===== config.mk =====
export PLATFORM = sky130hd
export DESIGN_NAME = nvrmi_host
export DESIGN_NICKNAME = d
export VERILOG_FILES = /design/src/nvrmi_pkg.sv /design/src/nvrmi_timer_if.sv /design/src/nvrmi_timer.sv /design/src/nvrmi_host.sv
export SDC_FILE = /design/constraint.sdc
export NUM_CORES = 1
export LEC_CHECK = 0
export ABC_AREA = 1
export ABC_CLOCK_PERIOD_IN_PS = 3000
export CORE_MARGIN = 1.5
export CORE_UTILIZATION = 55
export DETAILED_ROUTE_END_ITERATION = 10
export DONT_BUFFER_PORTS = 1
export GPL_ROUTABILITY_DRIVEN = 1
export GPL_TIMING_DRIVEN = 0
export PLACE_DENSITY = 0.78
export SLEW_MARGIN = 25
export SYNTH_ARGS = -nofsm -noshare
export SYNTH_HDL_FRONTEND = slang
export SYNTH_SLANG_ARGS = --single-unit

===== constraint.sdc =====
create_clock -name sys_clk -period 3 [get_ports sys_clk]
set_input_delay 0.15 -clock sys_clk [delete_from_list [all_inputs] [get_ports sys_clk]]
set_output_delay 0.15 -clock sys_clk [all_outputs]
set_load 0.02 [all_outputs]

===== src/nvrmi_pkg.sv =====
// nvrmi_pkg: constants for the host controller of the read/modify nv memory
package nvrmi_pkg;
	// ==========================================
	// organisation
	localparam int NVRMI_ADDR_W = 8;
	localparam int NVRMI_DATA_W = 4;
	localparam int NVRMI_WORDS = 256;
	// ==========================================
	// timing, figures in ns (fast grade) except modify maximum in ms, clock 4 ns
	localparam int NVRMI_CLK_NS = 4;
	localparam int NVRMI_ACCESS_NS = 450;
	localparam int NVRMI_STROBE_LOW_NS = 450;
	localparam int NVRMI_STROBE_HIGH_NS = 160;
	localparam int NVRMI_DIR_DELAY_MIN_NS = 100;
	localparam int NVRMI_DIR_DELAY_MAX_NS = 350;
	localparam int NVRMI_PULSE_NS = 200;
	localparam int NVRMI_DONE_TURN_ON_NS = 100;
	localparam int NVRMI_MODIFY_MAX_MS = 100;
	// least times round up, longest round down
	localparam int NVRMI_ACCESS_CYC = (NVRMI_ACCESS_NS + NVRMI_CLK_NS - 1) / NVRMI_CLK_NS;
	localparam int NVRMI_STROBE_LOW_CYC = (NVRMI_STROBE_LOW_NS + NVRMI_CLK_NS - 1) / NVRMI_CLK_NS;
	localparam int NVRMI_STROBE_HIGH_CYC = (NVRMI_STROBE_HIGH_NS + NVRMI_CLK_NS - 1) / NVRMI_CLK_NS;
	// direction falls midway inside the allowed strobe-to-direction window
	localparam int NVRMI_DIR_DELAY_CYC =
		(NVRMI_DIR_DELAY_MIN_NS + NVRMI_DIR_DELAY_MAX_NS) / 2 / NVRMI_CLK_NS;
	localparam int NVRMI_PULSE_CYC = (NVRMI_PULSE_NS + NVRMI_CLK_NS - 1) / NVRMI_CLK_NS;
	localparam int NVRMI_DONE_CYC = (NVRMI_DONE_TURN_ON_NS + NVRMI_CLK_NS - 1) / NVRMI_CLK_NS;
	localparam int NVRMI_TIMEOUT_CYC = NVRMI_MODIFY_MAX_MS * 1000000 / NVRMI_CLK_NS;
	localparam int NVRMI_CNT_W = 32;
	// ==========================================
	// controller states
	typedef enum logic [2:0] {
		NVRMI_IDLE = 3'b000,
		NVRMI_LOW = 3'b001,
		NVRMI_DIR = 3'b010,
		NVRMI_TAIL = 3'b011,
		NVRMI_GAP = 3'b100,
		NVRMI_BUSY = 3'b101
	} nvrmi_state_t;
endpackage


===== src/nvrmi_timer_if.sv =====
// nvrmi_timer_if: load and expiry signals between controller and its timer
`timescale 1ns/1ps
`default_nettype none
interface nvrmi_timer_if;
	import nvrmi_pkg::*;
	logic load;
	logic [NVRMI_CNT_W-1:0] count;
	logic expired;
	modport ctrl (output load, output count, input expired);
	modport timer (input load, input count, output expired);
endinterface
`default_nettype wire


===== src/nvrmi_timer.sv =====
// nvrmi_timer: down counter telling the controller when a wait is over
`timescale 1ns/1ps
`default_nettype none
module nvrmi_timer
	import nvrmi_pkg::*;
(
	input wire logic sys_clk,
	input wire logic rst,
	nvrmi_timer_if.timer tif
);
	logic [NVRMI_CNT_W-1:0] cnt_q;
	logic [NVRMI_CNT_W-1:0] cnt_d;

	// ==========================================
	// count down, expired while zero
	assign cnt_d = tif.load ? tif.count : ((cnt_q != '0) ? cnt_q - 1'b1 : cnt_q);
	// expiry reads the count only, so the load path cannot loop back into it
	assign tif.expired = (cnt_q == '0);

	always_ff @(posedge sys_clk) begin
		if (rst) begin
			cnt_q <= '0;
		end else begin
			cnt_q <= cnt_d;
		end
	end
endmodule
`default_nettype wire


===== src/nvrmi_host.sv =====
// nvrmi_host: host controller running read and modify cycles on the nv memory
// How it works
// - strobe fall starts cycle; direction picks kind
// - write data captured on direction rising edge
// - strobe held low at least 450 ns
// - strobe held high at least 160 ns
// - direction low pulse at least 200 ns
// - after flag rises, wait strobe high time
`timescale 1ns/1ps
`default_nettype none
module nvrmi_host
	import nvrmi_pkg::*;
#(
	parameter int TIMEOUT_CYC = NVRMI_TIMEOUT_CYC
)
(
	input wire logic sys_clk,
	input wire logic rst,
	input wire logic req_valid,
	output logic req_ready,
	input wire logic req_write,
	input wire logic [NVRMI_ADDR_W-1:0] req_addr,
	input wire logic [NVRMI_DATA_W-1:0] req_wdata,
	output logic rsp_valid,
	output logic [NVRMI_DATA_W-1:0] rsp_rdata,
	output logic rsp_timeout,
	output logic address_strobe_n,
	output logic direction,
	output logic [NVRMI_ADDR_W-1:0] addr_out,
	input wire logic [NVRMI_DATA_W-1:0] data_in,
	output logic [NVRMI_DATA_W-1:0] data_out,
	output logic data_oe,
	input wire logic modify_done_flag
);
	// refuse a timeout no longer than the flag turn-on delay
	if (TIMEOUT_CYC < NVRMI_DONE_CYC + 1) begin : g_bad_timeout
		$error("TIMEOUT_CYC too small");
	end

	nvrmi_timer_if tif ();
	nvrmi_timer u_timer (
		.sys_clk(sys_clk),
		.rst(rst),
		.tif(tif)
	);

	nvrmi_state_t state_q, state_d;
	logic write_q;
	logic [NVRMI_ADDR_W-1:0] addr_q;
	logic [NVRMI_DATA_W-1:0] wdata_q;
	logic [NVRMI_DATA_W-1:0] rdata_q;
	logic rsp_valid_q;
	logic timeout_q;
	logic done_flag_seen_q;
	logic as_n_q, as_n_d;
	logic dir_q, dir_d;
	logic oe_q, oe_d;
	logic [2:0] done_sync_q;
	logic [NVRMI_DATA_W-1:0] din_s1_q, din_s2_q, din_s3_q, din_seen_q;
	logic done_s;
	logic start;
	logic load_d;
	logic [NVRMI_CNT_W-1:0] count_d;
	logic setup_q;
	logic busy_low_q;
	logic busy_exit;

	// ==========================================
	// pin inputs: three flops, change counts when stages two and three agree
	always_ff @(posedge sys_clk) begin
		if (rst) begin
			done_sync_q <= 3'h7;
			done_flag_seen_q <= 1'b1;
			din_s1_q <= '0;
			din_s2_q <= '0;
			din_s3_q <= '0;
			din_seen_q <= '0;
		end else begin
			done_sync_q <= {done_sync_q[1:0], modify_done_flag};
			if (done_sync_q[1] == done_sync_q[2]) begin
				done_flag_seen_q <= done_sync_q[2];
			end
			din_s1_q <= data_in;
			din_s2_q <= din_s1_q;
			din_s3_q <= din_s2_q;
			if (din_s2_q == din_s3_q) begin
				din_seen_q <= din_s3_q;
			end
		end
	end
	assign done_s = done_flag_seen_q;

	// ==========================================
	// request handshake: no new cycle while device busy
	assign req_ready = (state_q == NVRMI_IDLE) && done_s && tif.expired;
	assign start = req_valid && req_ready;
	// modify over: flag came back after going low, or the wait ran out
	assign busy_exit = (state_q == NVRMI_BUSY) && ((busy_low_q && done_s) || tif.expired);

	// ==========================================
	// cycle sequencer
	always_comb begin
		state_d = state_q;
		as_n_d = as_n_q;
		dir_d = dir_q;
		oe_d = oe_q;
		load_d = 1'b0;
		count_d = '0;
		case (state_q)
			NVRMI_IDLE: begin
				if (!done_s) begin
					// flag low outside a modify: restart the strobe high wait
					load_d = 1'b1;
					count_d = NVRMI_CNT_W'(NVRMI_STROBE_HIGH_CYC);
				end else if (start) begin
					load_d = 1'b1;
					// modify: wait into strobe-to-direction window; read: strobe low time
					count_d = req_write ? NVRMI_CNT_W'(NVRMI_DIR_DELAY_CYC) :
						NVRMI_CNT_W'(NVRMI_STROBE_LOW_CYC);
					state_d = req_write ? NVRMI_DIR : NVRMI_LOW;
				end
			end
			NVRMI_LOW: begin
				if (tif.expired) begin
					as_n_d = 1'b1;
					load_d = 1'b1;
					count_d = NVRMI_CNT_W'(NVRMI_STROBE_HIGH_CYC);
					state_d = NVRMI_GAP;
				end
			end
			NVRMI_DIR: begin
				if (tif.expired && !dir_q) begin
					// direction falls inside the window, data driven now
					dir_d = 1'b1;
					oe_d = 1'b1;
					load_d = 1'b1;
					count_d = NVRMI_CNT_W'(NVRMI_STROBE_LOW_CYC);
					state_d = NVRMI_TAIL;
				end
			end
			NVRMI_TAIL: begin
				if (tif.expired) begin
					// direction rise latches write data
					dir_d = 1'b0;
					as_n_d = 1'b1;
					oe_d = 1'b0;
					load_d = 1'b1;
					count_d = NVRMI_CNT_W'(TIMEOUT_CYC);
					state_d = NVRMI_BUSY;
				end
			end
			NVRMI_BUSY: begin
				if (busy_exit) begin
					// wait strobe high time after flag rises
					load_d = 1'b1;
					count_d = NVRMI_CNT_W'(NVRMI_STROBE_HIGH_CYC);
					state_d = NVRMI_GAP;
				end
			end
			NVRMI_GAP: begin
				if (tif.expired) begin
					state_d = NVRMI_IDLE;
				end
			end
			default: begin
				state_d = NVRMI_IDLE;
			end
		endcase
		// strobe falls one cycle after the address, so it is settled at the latch
		if (setup_q) begin
			as_n_d = 1'b0;
		end
	end

	// ==========================================
	// state and pins; busy_low remembers the flag went low, exit clears it
	always_ff @(posedge sys_clk) begin
		if (rst) begin
			state_q <= NVRMI_IDLE;
			as_n_q <= 1'b1;
			dir_q <= 1'b0;
			oe_q <= 1'b0;
			setup_q <= 1'b0;
			busy_low_q <= 1'b0;
		end else begin
			state_q <= state_d;
			as_n_q <= as_n_d;
			dir_q <= dir_d;
			oe_q <= oe_d;
			setup_q <= start;
			if ((state_q == NVRMI_BUSY) && !done_s) begin
				busy_low_q <= 1'b1;
			end
			if (busy_exit) begin
				busy_low_q <= 1'b0;
			end
		end
	end

	assign tif.load = load_d;
	assign tif.count = count_d;

	// ==========================================
	// request capture and answers
	always_ff @(posedge sys_clk) begin
		if (rst) begin
			write_q <= 1'b0;
			addr_q <= '0;
			wdata_q <= '0;
			rdata_q <= '0;
			rsp_valid_q <= 1'b0;
			timeout_q <= 1'b0;
		end else begin
			rsp_valid_q <= 1'b0;
			if (start) begin
				write_q <= req_write;
				addr_q <= req_addr;
				wdata_q <= req_wdata;
				timeout_q <= 1'b0;
			end
			if (state_q == NVRMI_LOW && tif.expired) begin
				// device output latch holds data; sample at strobe end
				rdata_q <= din_seen_q;
				rsp_valid_q <= 1'b1;
			end
			if (busy_exit) begin
				// device stores the written bits as given; host just reports completion
				rsp_valid_q <= 1'b1;
				timeout_q <= !(busy_low_q && done_s);
			end
		end
	end

	// strobe may stay low indefinitely; host keeps its own length
	assign address_strobe_n = as_n_q;
	assign direction = !dir_q;
	assign addr_out = addr_q;
	assign data_out = wdata_q;
	assign data_oe = oe_q;
	assign rsp_valid = rsp_valid_q;
	assign rsp_rdata = rdata_q;
	assign rsp_timeout = timeout_q;
endmodule
`default_nettype wire


Word-level counts from Yosys, hierarchy flattened. Cells that the tools add are included.

Eq/ne operators: 14. Multiplexer cells: 35. Reductions and logical operators: 25. $add $sub $neg: 1.

Operator list (number): 25-bit case mux with 5 select lines (1); 32-bit 2-to-1 mux (2); 32-bit zero test (1); 32-bit nonzero test (1); 32-bit by 1-bit subtractor with 32-bit output (second input constant) (1); 7-bit 2-to-1 mux (4); 25-bit 2-to-1 mux (1); 3-bit 2-to-1 mux (7); 3-bit case mux with 6 select lines (1); 1-bit 2-to-1 mux (14); 2-bit inequality test (second input constant) (7); 6-bit 2-to-1 mux (2); 2-bit nonzero test (5); 1-bit logical AND (8); 7-bit AND reduction (1); 3-bit by 2-bit == test with 1-bit output (second input constant) (2); 3-bit == test (second input constant) (2); 4-bit == test (1); 1-bit case mux with 4 select lines (1); 2-bit OR reduction (2); 3-bit by 1-bit == test with 1-bit output (second input constant) (1); 1-bit zero test (3); 3-bit zero test (1); 3-bit AND reduction (1); 5 further kinds (5).

Register bits: 77. Word-level logic and storage cells: 92. Input bits: 21. Output and inout bits: 22.

Longest topological paths before layout. Gate-level depths: netlist (run 1).

Depth after elaboration: 8. Gate-level depth with buffers: 14. Depth with buffers taken out: 13.

By module. A second synthesis (run 1) with hierarchy kept.

Cells, all modules: 594. Area, all modules: 3973.8 µm².

Modules (own cells, without submodules): nvrmi_timer (area each 2180.8 µm², cells an instance 365, times used 1, seq. area each 640.6 µm²); nvrmi_host (area each 1793.0 µm², cells an instance 229, times used 1, seq. area each 900.9 µm²).

Worst setup path before layout (run 1). Ideal clock, no wire load.

Kind: register -> output. From: register u_timer.cnt_q[0]. To: output req_ready. Buffers on the path: 0. Setup slack: 1269 ps. Arrival: 1581 ps. Data required time: 2850 ps. Cell stages (with the launch flop): 7. Cells stage by stage: dfxtp_1 > inv_1 > ha_1 > nand2_1 > nor2_2 > nand2_4 > nor4_1.

Word-level cells in the longest chain between the ends: 2.

RTL lines: start, declared (line nvrmi_timer.sv:11) `logic [NVRMI_CNT_W-1:0] cnt_q;`; start signal, assigned (line nvrmi_timer.sv:24) `cnt_q <= cnt_d;`; 32-bit zero test (line nvrmi_timer.sv:18) `assign tif.expired = (cnt_q == '0);`; 1-bit logical AND (line nvrmi_host.sv:95) `assign req_ready = (state_q == NVRMI_IDLE) && done_s && tif.expired;`; end, declared (line nvrmi_host.sv:20) `output logic req_ready,`.

No other way between the ends.

Final worst setup path (run 1). Same ends and word-level chain as after synthesis.

==> results of run 1 <==
path summary, 6_finish.rpt:
path	cells after the start	start	to	slack, ps
max	6	u_timer.cnt_q[0]	req_ready	610
min	2	req_addr[6]	addr_out[6]	20
max reg2reg	11	u_timer.cnt_q[0]	u_timer.cnt_q[24]	890
min reg2reg	2	din_s1_q[2]	din_s2_q[2]	400
worst max-delay path: cells and delay by family, from the launching register on:
family                     cells  cell delay, ps
buffers and inverters          1             170
adders and majority gates      1             250
and+or+nand+nor                4            1170
DFF                            1             300
state kept, by name (all words and copies together) (netlist names), 3 cells and up:
register and count:
rsp_rdata 4, din_seen_q 4, din_s2_q 4, din_s3_q 4, state_q 3, addr_out 8, din_s1_q 4, data_out 4
u_timer.cnt_q 32, done_sync_q 3
routing by layer:
metal  routed length, microns  vias up
li1                         -     1702
met1                     4060     1541
met2                     4000      102
met3                      468       18
met4                      197        0
met5                        0        -
power groups by stage:
stage,Sequential [mW],Clock [mW],Combinational [mW]
after floorplan,1.33,0,1.23
after global placement,1.35,0,1.45
after detailed placement,1.36,0,1.49
after CTS,1.33,0.806,1.52
after global routing,1.35,0.850,1.71
final,1.34,0.795,1.53
cell type report:
| class | instances | area (sq um) | share of cell area, % |
|---|---|---|---|
| well taps | 80 | 100 | 2.34 |
| multi-input cells | 366 | 1960 | 45.9 |
| plain buffers | 14 | 80.1 | 1.87 |
| clock buffers | 10 | 138 | 3.22 |
| repair buffers | 16 | 160 | 3.75 |
| clock inverters | 5 | 58.8 | 1.38 |
| flip-flops and latches | 77 | 1540 | 36.1 |
| inverters | 62 | 233 | 5.44 |
cells in the mapped netlist (6+ instances only):
| cell | n | share of area [%] |
|---|---|---|
| a21oi_1 | 34 | 4.5 |
| clkbuf_1 | 6 | 0.59 |
| dfxtp_1 | 77 | 40 |
| inv_1 | 60 | 5.9 |
| nand2_1 | 78 | 7.7 |
| nand2_2 | 9 | 1.5 |
| nand3_1 | 32 | 4.2 |
| nand4_1 | 9 | 1.5 |
| nor2_1 | 91 | 8.9 |
| nor2_2 | 13 | 2.1 |
| nor2_4 | 7 | 2.1 |
| o21ai_0 | 23 | 3.0 |
| o21ai_1 | 8 | 1.0 |
| xnor2_1 | 18 | 4.1 |
| xor2_1 | 13 | 3.0 |
stage by stage:
step	hold slack, ps	util [%]	setup WS [ps]
2_1_floorplan	254	-	1270
3_3_place_gp	259	58.0	985
3_5_place_dp	257	58.0	965
4_1_cts	2.50	63.3	631
5_1_grt	34.9	63.3	517
6_report	15.6	63.3	608
repair_timing:
item / in CTS / in global routing
resized for setup: 0 / 0
hold buffers: 16 / 0
endpoints found under the hold margin: 16 / 0
logic make-up (layout without fill, tap and decap cells):
kind of cell | Yosys count | in the layout
xor gates and xnor gates | 31 | 31
adders and majority gates | 2 | 2
DFF | 77 | 77
AOI/OAI and AO/OA | 69 | 69
and+or+nand+nor | 264 | 264
buffers and inverters | 76 | 107
==> flow_metrics.tcl, run 1 <==
set metrics [dict create \
    run_status "completed" \
    detail_route.vias_per_cell 5.34 \
    synthesis.instances 519 \
    worst-path-max-fanout 5 \
    synth_edf_count 0 \
    synth_fp_nets 542 \
    worst_hold_path_type "in -> reg" \
    fin_worst_skew_ps 8.72 \
    power_density_nw_per_um2 856 \
    fmax_ghz 0.418 \
    cts.sink_count 77 \
    period_share_pct 79.7 \
    async_reset_ff_share_pct 0 \
    die_h_microns 86.3 \
    die-width_microns 86.3 \
    synthMuxAreaShare_pct 0 \
    drtPass1Iterations 5 \
    number_of_standard_cells_in_the_layout_taps_in_and_fillers_out 630 \
    design.core.area_sq_um 6760 \
    clkLatencyLatePin_ps 340 \
    synth_fa_ha_area_share_pct 0.655 \
    synth_top_family_by_area "simple AND/OR/NAND/NOR gates" \
    area_delta_synth_final_pct 12.0 \
    gr-usage-met2_pct 39.5 \
    share_seq_of_total_power_pct 36.5 \
    maxCapViolCount 0 \
    postSynthAreaPerCell_sq_um 7.36 \
    drt-initial-drc-count 196 \
    mappedNetlistArea_sq_um 3820 \
    post_synth_xor_area_fraction_pct 7.11 \
    clkPwrFrac_pct 21.7 \
    via_count 3363 \
    clkTransAtPathRegs_ps 80 \
    crit_chain "inv_1 -> ha_1 -> nand2_1 -> nor2_2 -> nand2_4 -> nor4_1" \
    p_leak_nw 1.91 \
    placementRows 30 \
    cts_setup_buffers 0 \
    timing.slew.headroom_pct 31.7 \
    internal_power_mw 2.13 \
    total_power_mw 3.66 \
    dp_cells 599 \
    first_pass_grt_wire_length_mm 14.2 \
    timing_max_transition_violations_final 0 \
    antenna_violating_nets_post_route 0 \
    first_global_vias 3218 \
    h_tree_depth 3 \
    tritoncts_clock_tree "done" \
    io-pin-count 43 \
    synth-warning-count 0 \
    clock-root-buffer "clkbuf_8" \
    grt_use_met3_pct 5.81 \
    detail_route.wl_per_cell_microns 13.9 \
    max-clock-path-buffers 2 \
    p_switching_mw 1.53 \
    power.switching_fraction_pct 41.8 \
    layout_fillers 622 \
    die_area_sq_um 7450 \
    cts_buffer_count 9 \
    synth_simple_gate_area_share_pct 34.3 \
    dpl-instance-area_sq_um 3920 \
    detail_route.drc_violations 0 \
    critical_path_s_slowest_cell "nor4_1" \
    gr-usage-met1_pct 30.9 \
    worst_setup_path_start_kind "flip-flop" \
    grt_setup_unrepaired "false" \
    grt_usage_pct 24.2 \
    yosys_most_used_dff "dfxtp_1" \
    finalSetupViolCount 0 \
    p_comb_share_pct 41.8 \
    detail_route.wirelength_mm 8.73 \
    routabilityCongestion 0.927 \
    initial_core_util_pct 56.5 \
    grt_busiest_layer "met2" \
    antenna_found_initial 0 \
    worst_ir_drop_vdd_mv 0.348 \
    synth_compound_area_share_pct 9.34 \
    drive_above_1_share_pct 12.5 \
    port_buffers 0 \
    timing.critical_path.required_ps 2850 \
    final_area_sq_um 4280 \
    ys_seq_elements 77 \
    most_common_library_cell_in_the_layout_ignoring_fill_and_taps "nor2_1" \
    nets 569 \
    synth.yosys.seq_area_share_pct 40.4 \
    critical_path_arrival_ps 2240 \
    hpwl_mm 6.36 \
    worst_setup_path_end_kind "primary output" \
    yosys.cell_types.count 36 \
    final_cell_mix "91 x nor2_1, 78 x nand2_1, 77 x dfxtp_1" \
    grt_max_degree 14 \
    antenna_cells_inserted 0 \
    fin_crit_ps 2390 \
    crit_path_max_incr_delay_ps 830 \
    worst-slew-pin-transition_ps 1010 \
    fin_setup_tns_ps 0 \
    worst_setup_path_class "reg -> out" \
    timing.final.hold_violations 0 \
    grt.overflow.total 0 \
]
(Power assumes the default switching activity.)
==> inputs of run 2 (changes only) <==
--- a/config.mk
+++ b/config.mk
@@ -6,14 +6,14 @@
 export NUM_CORES = 1
 export LEC_CHECK = 0
 export ABC_AREA = 1
-export ABC_CLOCK_PERIOD_IN_PS = 3000
+export ABC_CLOCK_PERIOD_IN_PS = 2100
 export CORE_MARGIN = 1.5
 export CORE_UTILIZATION = 55
 export DETAILED_ROUTE_END_ITERATION = 10
 export DONT_BUFFER_PORTS = 1
 export GPL_ROUTABILITY_DRIVEN = 1
 export GPL_TIMING_DRIVEN = 0
-export PLACE_DENSITY = 0.78
+export PLACE_DENSITY = 0.81
 export SLEW_MARGIN = 25
 export SYNTH_ARGS = -nofsm -noshare
 export SYNTH_HDL_FRONTEND = slang
==> constraint.sdc (replaced) <==
create_clock -name sys_clk -period 2.1 [get_ports sys_clk]
set_input_delay 0.105 -clock sys_clk [delete_from_list [all_inputs] [get_ports sys_clk]]
set_output_delay 0.105 -clock sys_clk [all_outputs]
set_load 0.02 [all_outputs]
==> flow_metrics.tcl, run 2 (synthesis results as in run 1) <==
set metrics [dict create \
    run_status "completed" \
    detail_route.vias_per_cell 5.47 \
    fin_crit_ps 1980 \
    timing.slew.headroom_pct 60.5 \
    clkTransAtPathRegs_ps 80 \
    grt_max_degree 15 \
    nets 575 \
    worst_hold_path_type "in -> reg" \
    area_delta_synth_final_pct 15.0 \
    cts_buffer_count 9 \
    routabilityCongestion 0.918 \
    drtPass1Iterations 5 \
    worst_setup_path_end_kind "flip-flop" \
    h_tree_depth 3 \
    timing.critical_path.required_ps 2400 \
    drt-initial-drc-count 251 \
    crit_path_max_incr_delay_ps 370 \
    cts.sink_count 77 \
    first_pass_grt_wire_length_mm 14.5 \
    dp_cells 599 \
    max_ffs_per_register 32 \
    period_share_pct 94.3 \
    port_buffers 0 \
    via_count 3484 \
    crit_chain "buf_2 -> nor2_1 -> nand2_1 -> nor2_1 -> nand3_4 -> nand2_1 -> nor2_2 -> nand3_1 -> nand2_1 -> nand2_1 -> nor2_1" \
    antenna_found_initial 0 \
    timing.final.hold_violations 0 \
    most_common_library_cell_in_the_layout_ignoring_fill_and_taps "nor2_1" \
    clkLatencyLatePin_ps 370 \
    die_h_microns 86.3 \
    critical_path_s_slowest_cell "nor2_2" \
    grt_setup_unrepaired "true" \
    r2r_start "state_q[1]" \
    power_density_nw_per_um2 1250 \
    number_of_standard_cells_in_the_layout_taps_in_and_fillers_out 637 \
    fmax_ghz 0.505 \
    critical_path_arrival_ps 2280 \
    final_area_sq_um 4390 \
    holdCritStartpoint "req_valid" \
    hpwl_mm 6.13 \
    timing_max_transition_violations_final 0 \
    design.core.area_sq_um 6760 \
    detail_route.wl_per_cell_microns 14.5 \
    die-width_microns 86.3 \
    critical_path.top_delay_family "simple AND/OR/NAND/NOR gates" \
    first_global_vias 3147 \
    timing.critical_path.mode_cell "nand2_1" \
    finalSetupViolCount 0 \
    antenna_cells_inserted 0 \
    crit_path_start "state_q[1]" \
    grt.overflow.total 0 \
    initial_core_util_pct 56.5 \
    p_leak_nw 1.95 \
    antenna_violating_nets_post_route 0 \
    io-pin-count 43 \
    worst-path-max-fanout 10 \
    drive_above_1_share_pct 14.5 \
    largest_register "u_timer.cnt_q" \
    detail_route.drc_violations 0 \
    sum_of_buffers_and_inverters_on_the_critical_path 1 \
    die_area_sq_um 7450 \
    worst_setup_path_class "reg -> reg" \
    max-clock-path-buffers 2 \
    detail_route.wirelength_mm 9.23 \
    maxCapViolCount 0 \
    grt_usage_pct 25.1 \
    placementRows 30 \
    whs_ps 83.1 \
    clock-root-buffer "clkbuf_8" \
    dpl-instance-area_sq_um 3920 \
    fin_worst_skew_ps 12.0 \
    worst_setup_path_start_kind "flip-flop" \
    worst_ir_drop_vdd_mv 0.514 \
    worst-slew-pin-transition_ps 593 \
    tritoncts_clock_tree "done" \
    final_cell_mix "87 x nor2_1, 78 x nand2_1, 77 x dfxtp_1" \
]
## run 2: changes by cell type in the layout (fill, tap and decap cells not counted), moves of 2 or more
cell / before / now
clkinv_4: 0 / 2
buf_4: 1 / 5
ha_1: 2 / 0
nor2_1: 91 / 87
ha_2: 0 / 2
nor2_2: 13 / 17
dlygate4sd3_1: 16 / 18
## run 2: per-stage QoR
step	util (%)	power (mW)	setup slack (ps)	setup TNS, ps
detailed placement	58.0	4.05	72.7	0
global route	65.0	5.84	-12.8	-17.5
floorplan	-	3.67	398	0
global placement	58.0	4.00	123	0
CTS	64.1	5.36	22.4	0
finish	65.0	5.49	119	0
## run 2: cell type report
cell class | instances | area, sq um
Timing Repair Buffer | 22 | 210
Tap cell | 80 | 100
Clock inverter | 6 | 96.3
Clock buffer | 10 | 128
Multi-Input combinational cell | 366 | 2000
Buffer | 14 | 80.1
Fill cell | 581 | 2370
Sequential cell | 77 | 1540
Inverter | 62 | 233
## run 2: path summary, 6_finish.rpt
path,slack [ps],endpoint,cells after the start
max,120,u_timer.cnt_q[22],11
min,80,addr_out[0],3
max reg2reg,120,u_timer.cnt_q[22],11
min reg2reg,400,din_s2_q[1],2
## run 2: timing repair
| action | 4_1_cts | 5_1_grt |
|---|---|---|
| pin swaps | 0 | 2 |
| gates resized for setup | 2 | 8 |
| buffers inserted | 0 | 4 |
| hold endpoints to repair | 19 | 0 |
| setup endpoints to repair | 2 | 53 |
| hold buffers | 18 | 0 |
## run 2: report_power, final
| part | leakage [nW] | total (mW) | internal [mW] | switching (mW) |
|---|---|---|---|---|
| Sequential | 0.628 | 1.91 | 1.67 | 0.245 |
| Combinational | 1.21 | 2.30 | 0.841 | 1.46 |
| Clock | 0.109 | 1.27 | 0.682 | 0.591 |
## run 2: worst reg2reg max path: cells and delay by family (launching register included)
family | cells | cell delay (ps)
buf+inv | 1 | 200
flops | 1 | 310
simple gates | 10 | 1400
## run 2: routing by layer
layer / vias to the layer above / part of all wire (%) / GRT usage, %
met3: 21 / 7.0 / 4.48
met4: 0 / 2.3 / 9.53
li1: 1707 / - / -
met2: 170 / 49 / 41.9
met1: 1586 / 42 / 32.4
met5: - / 0 / 0
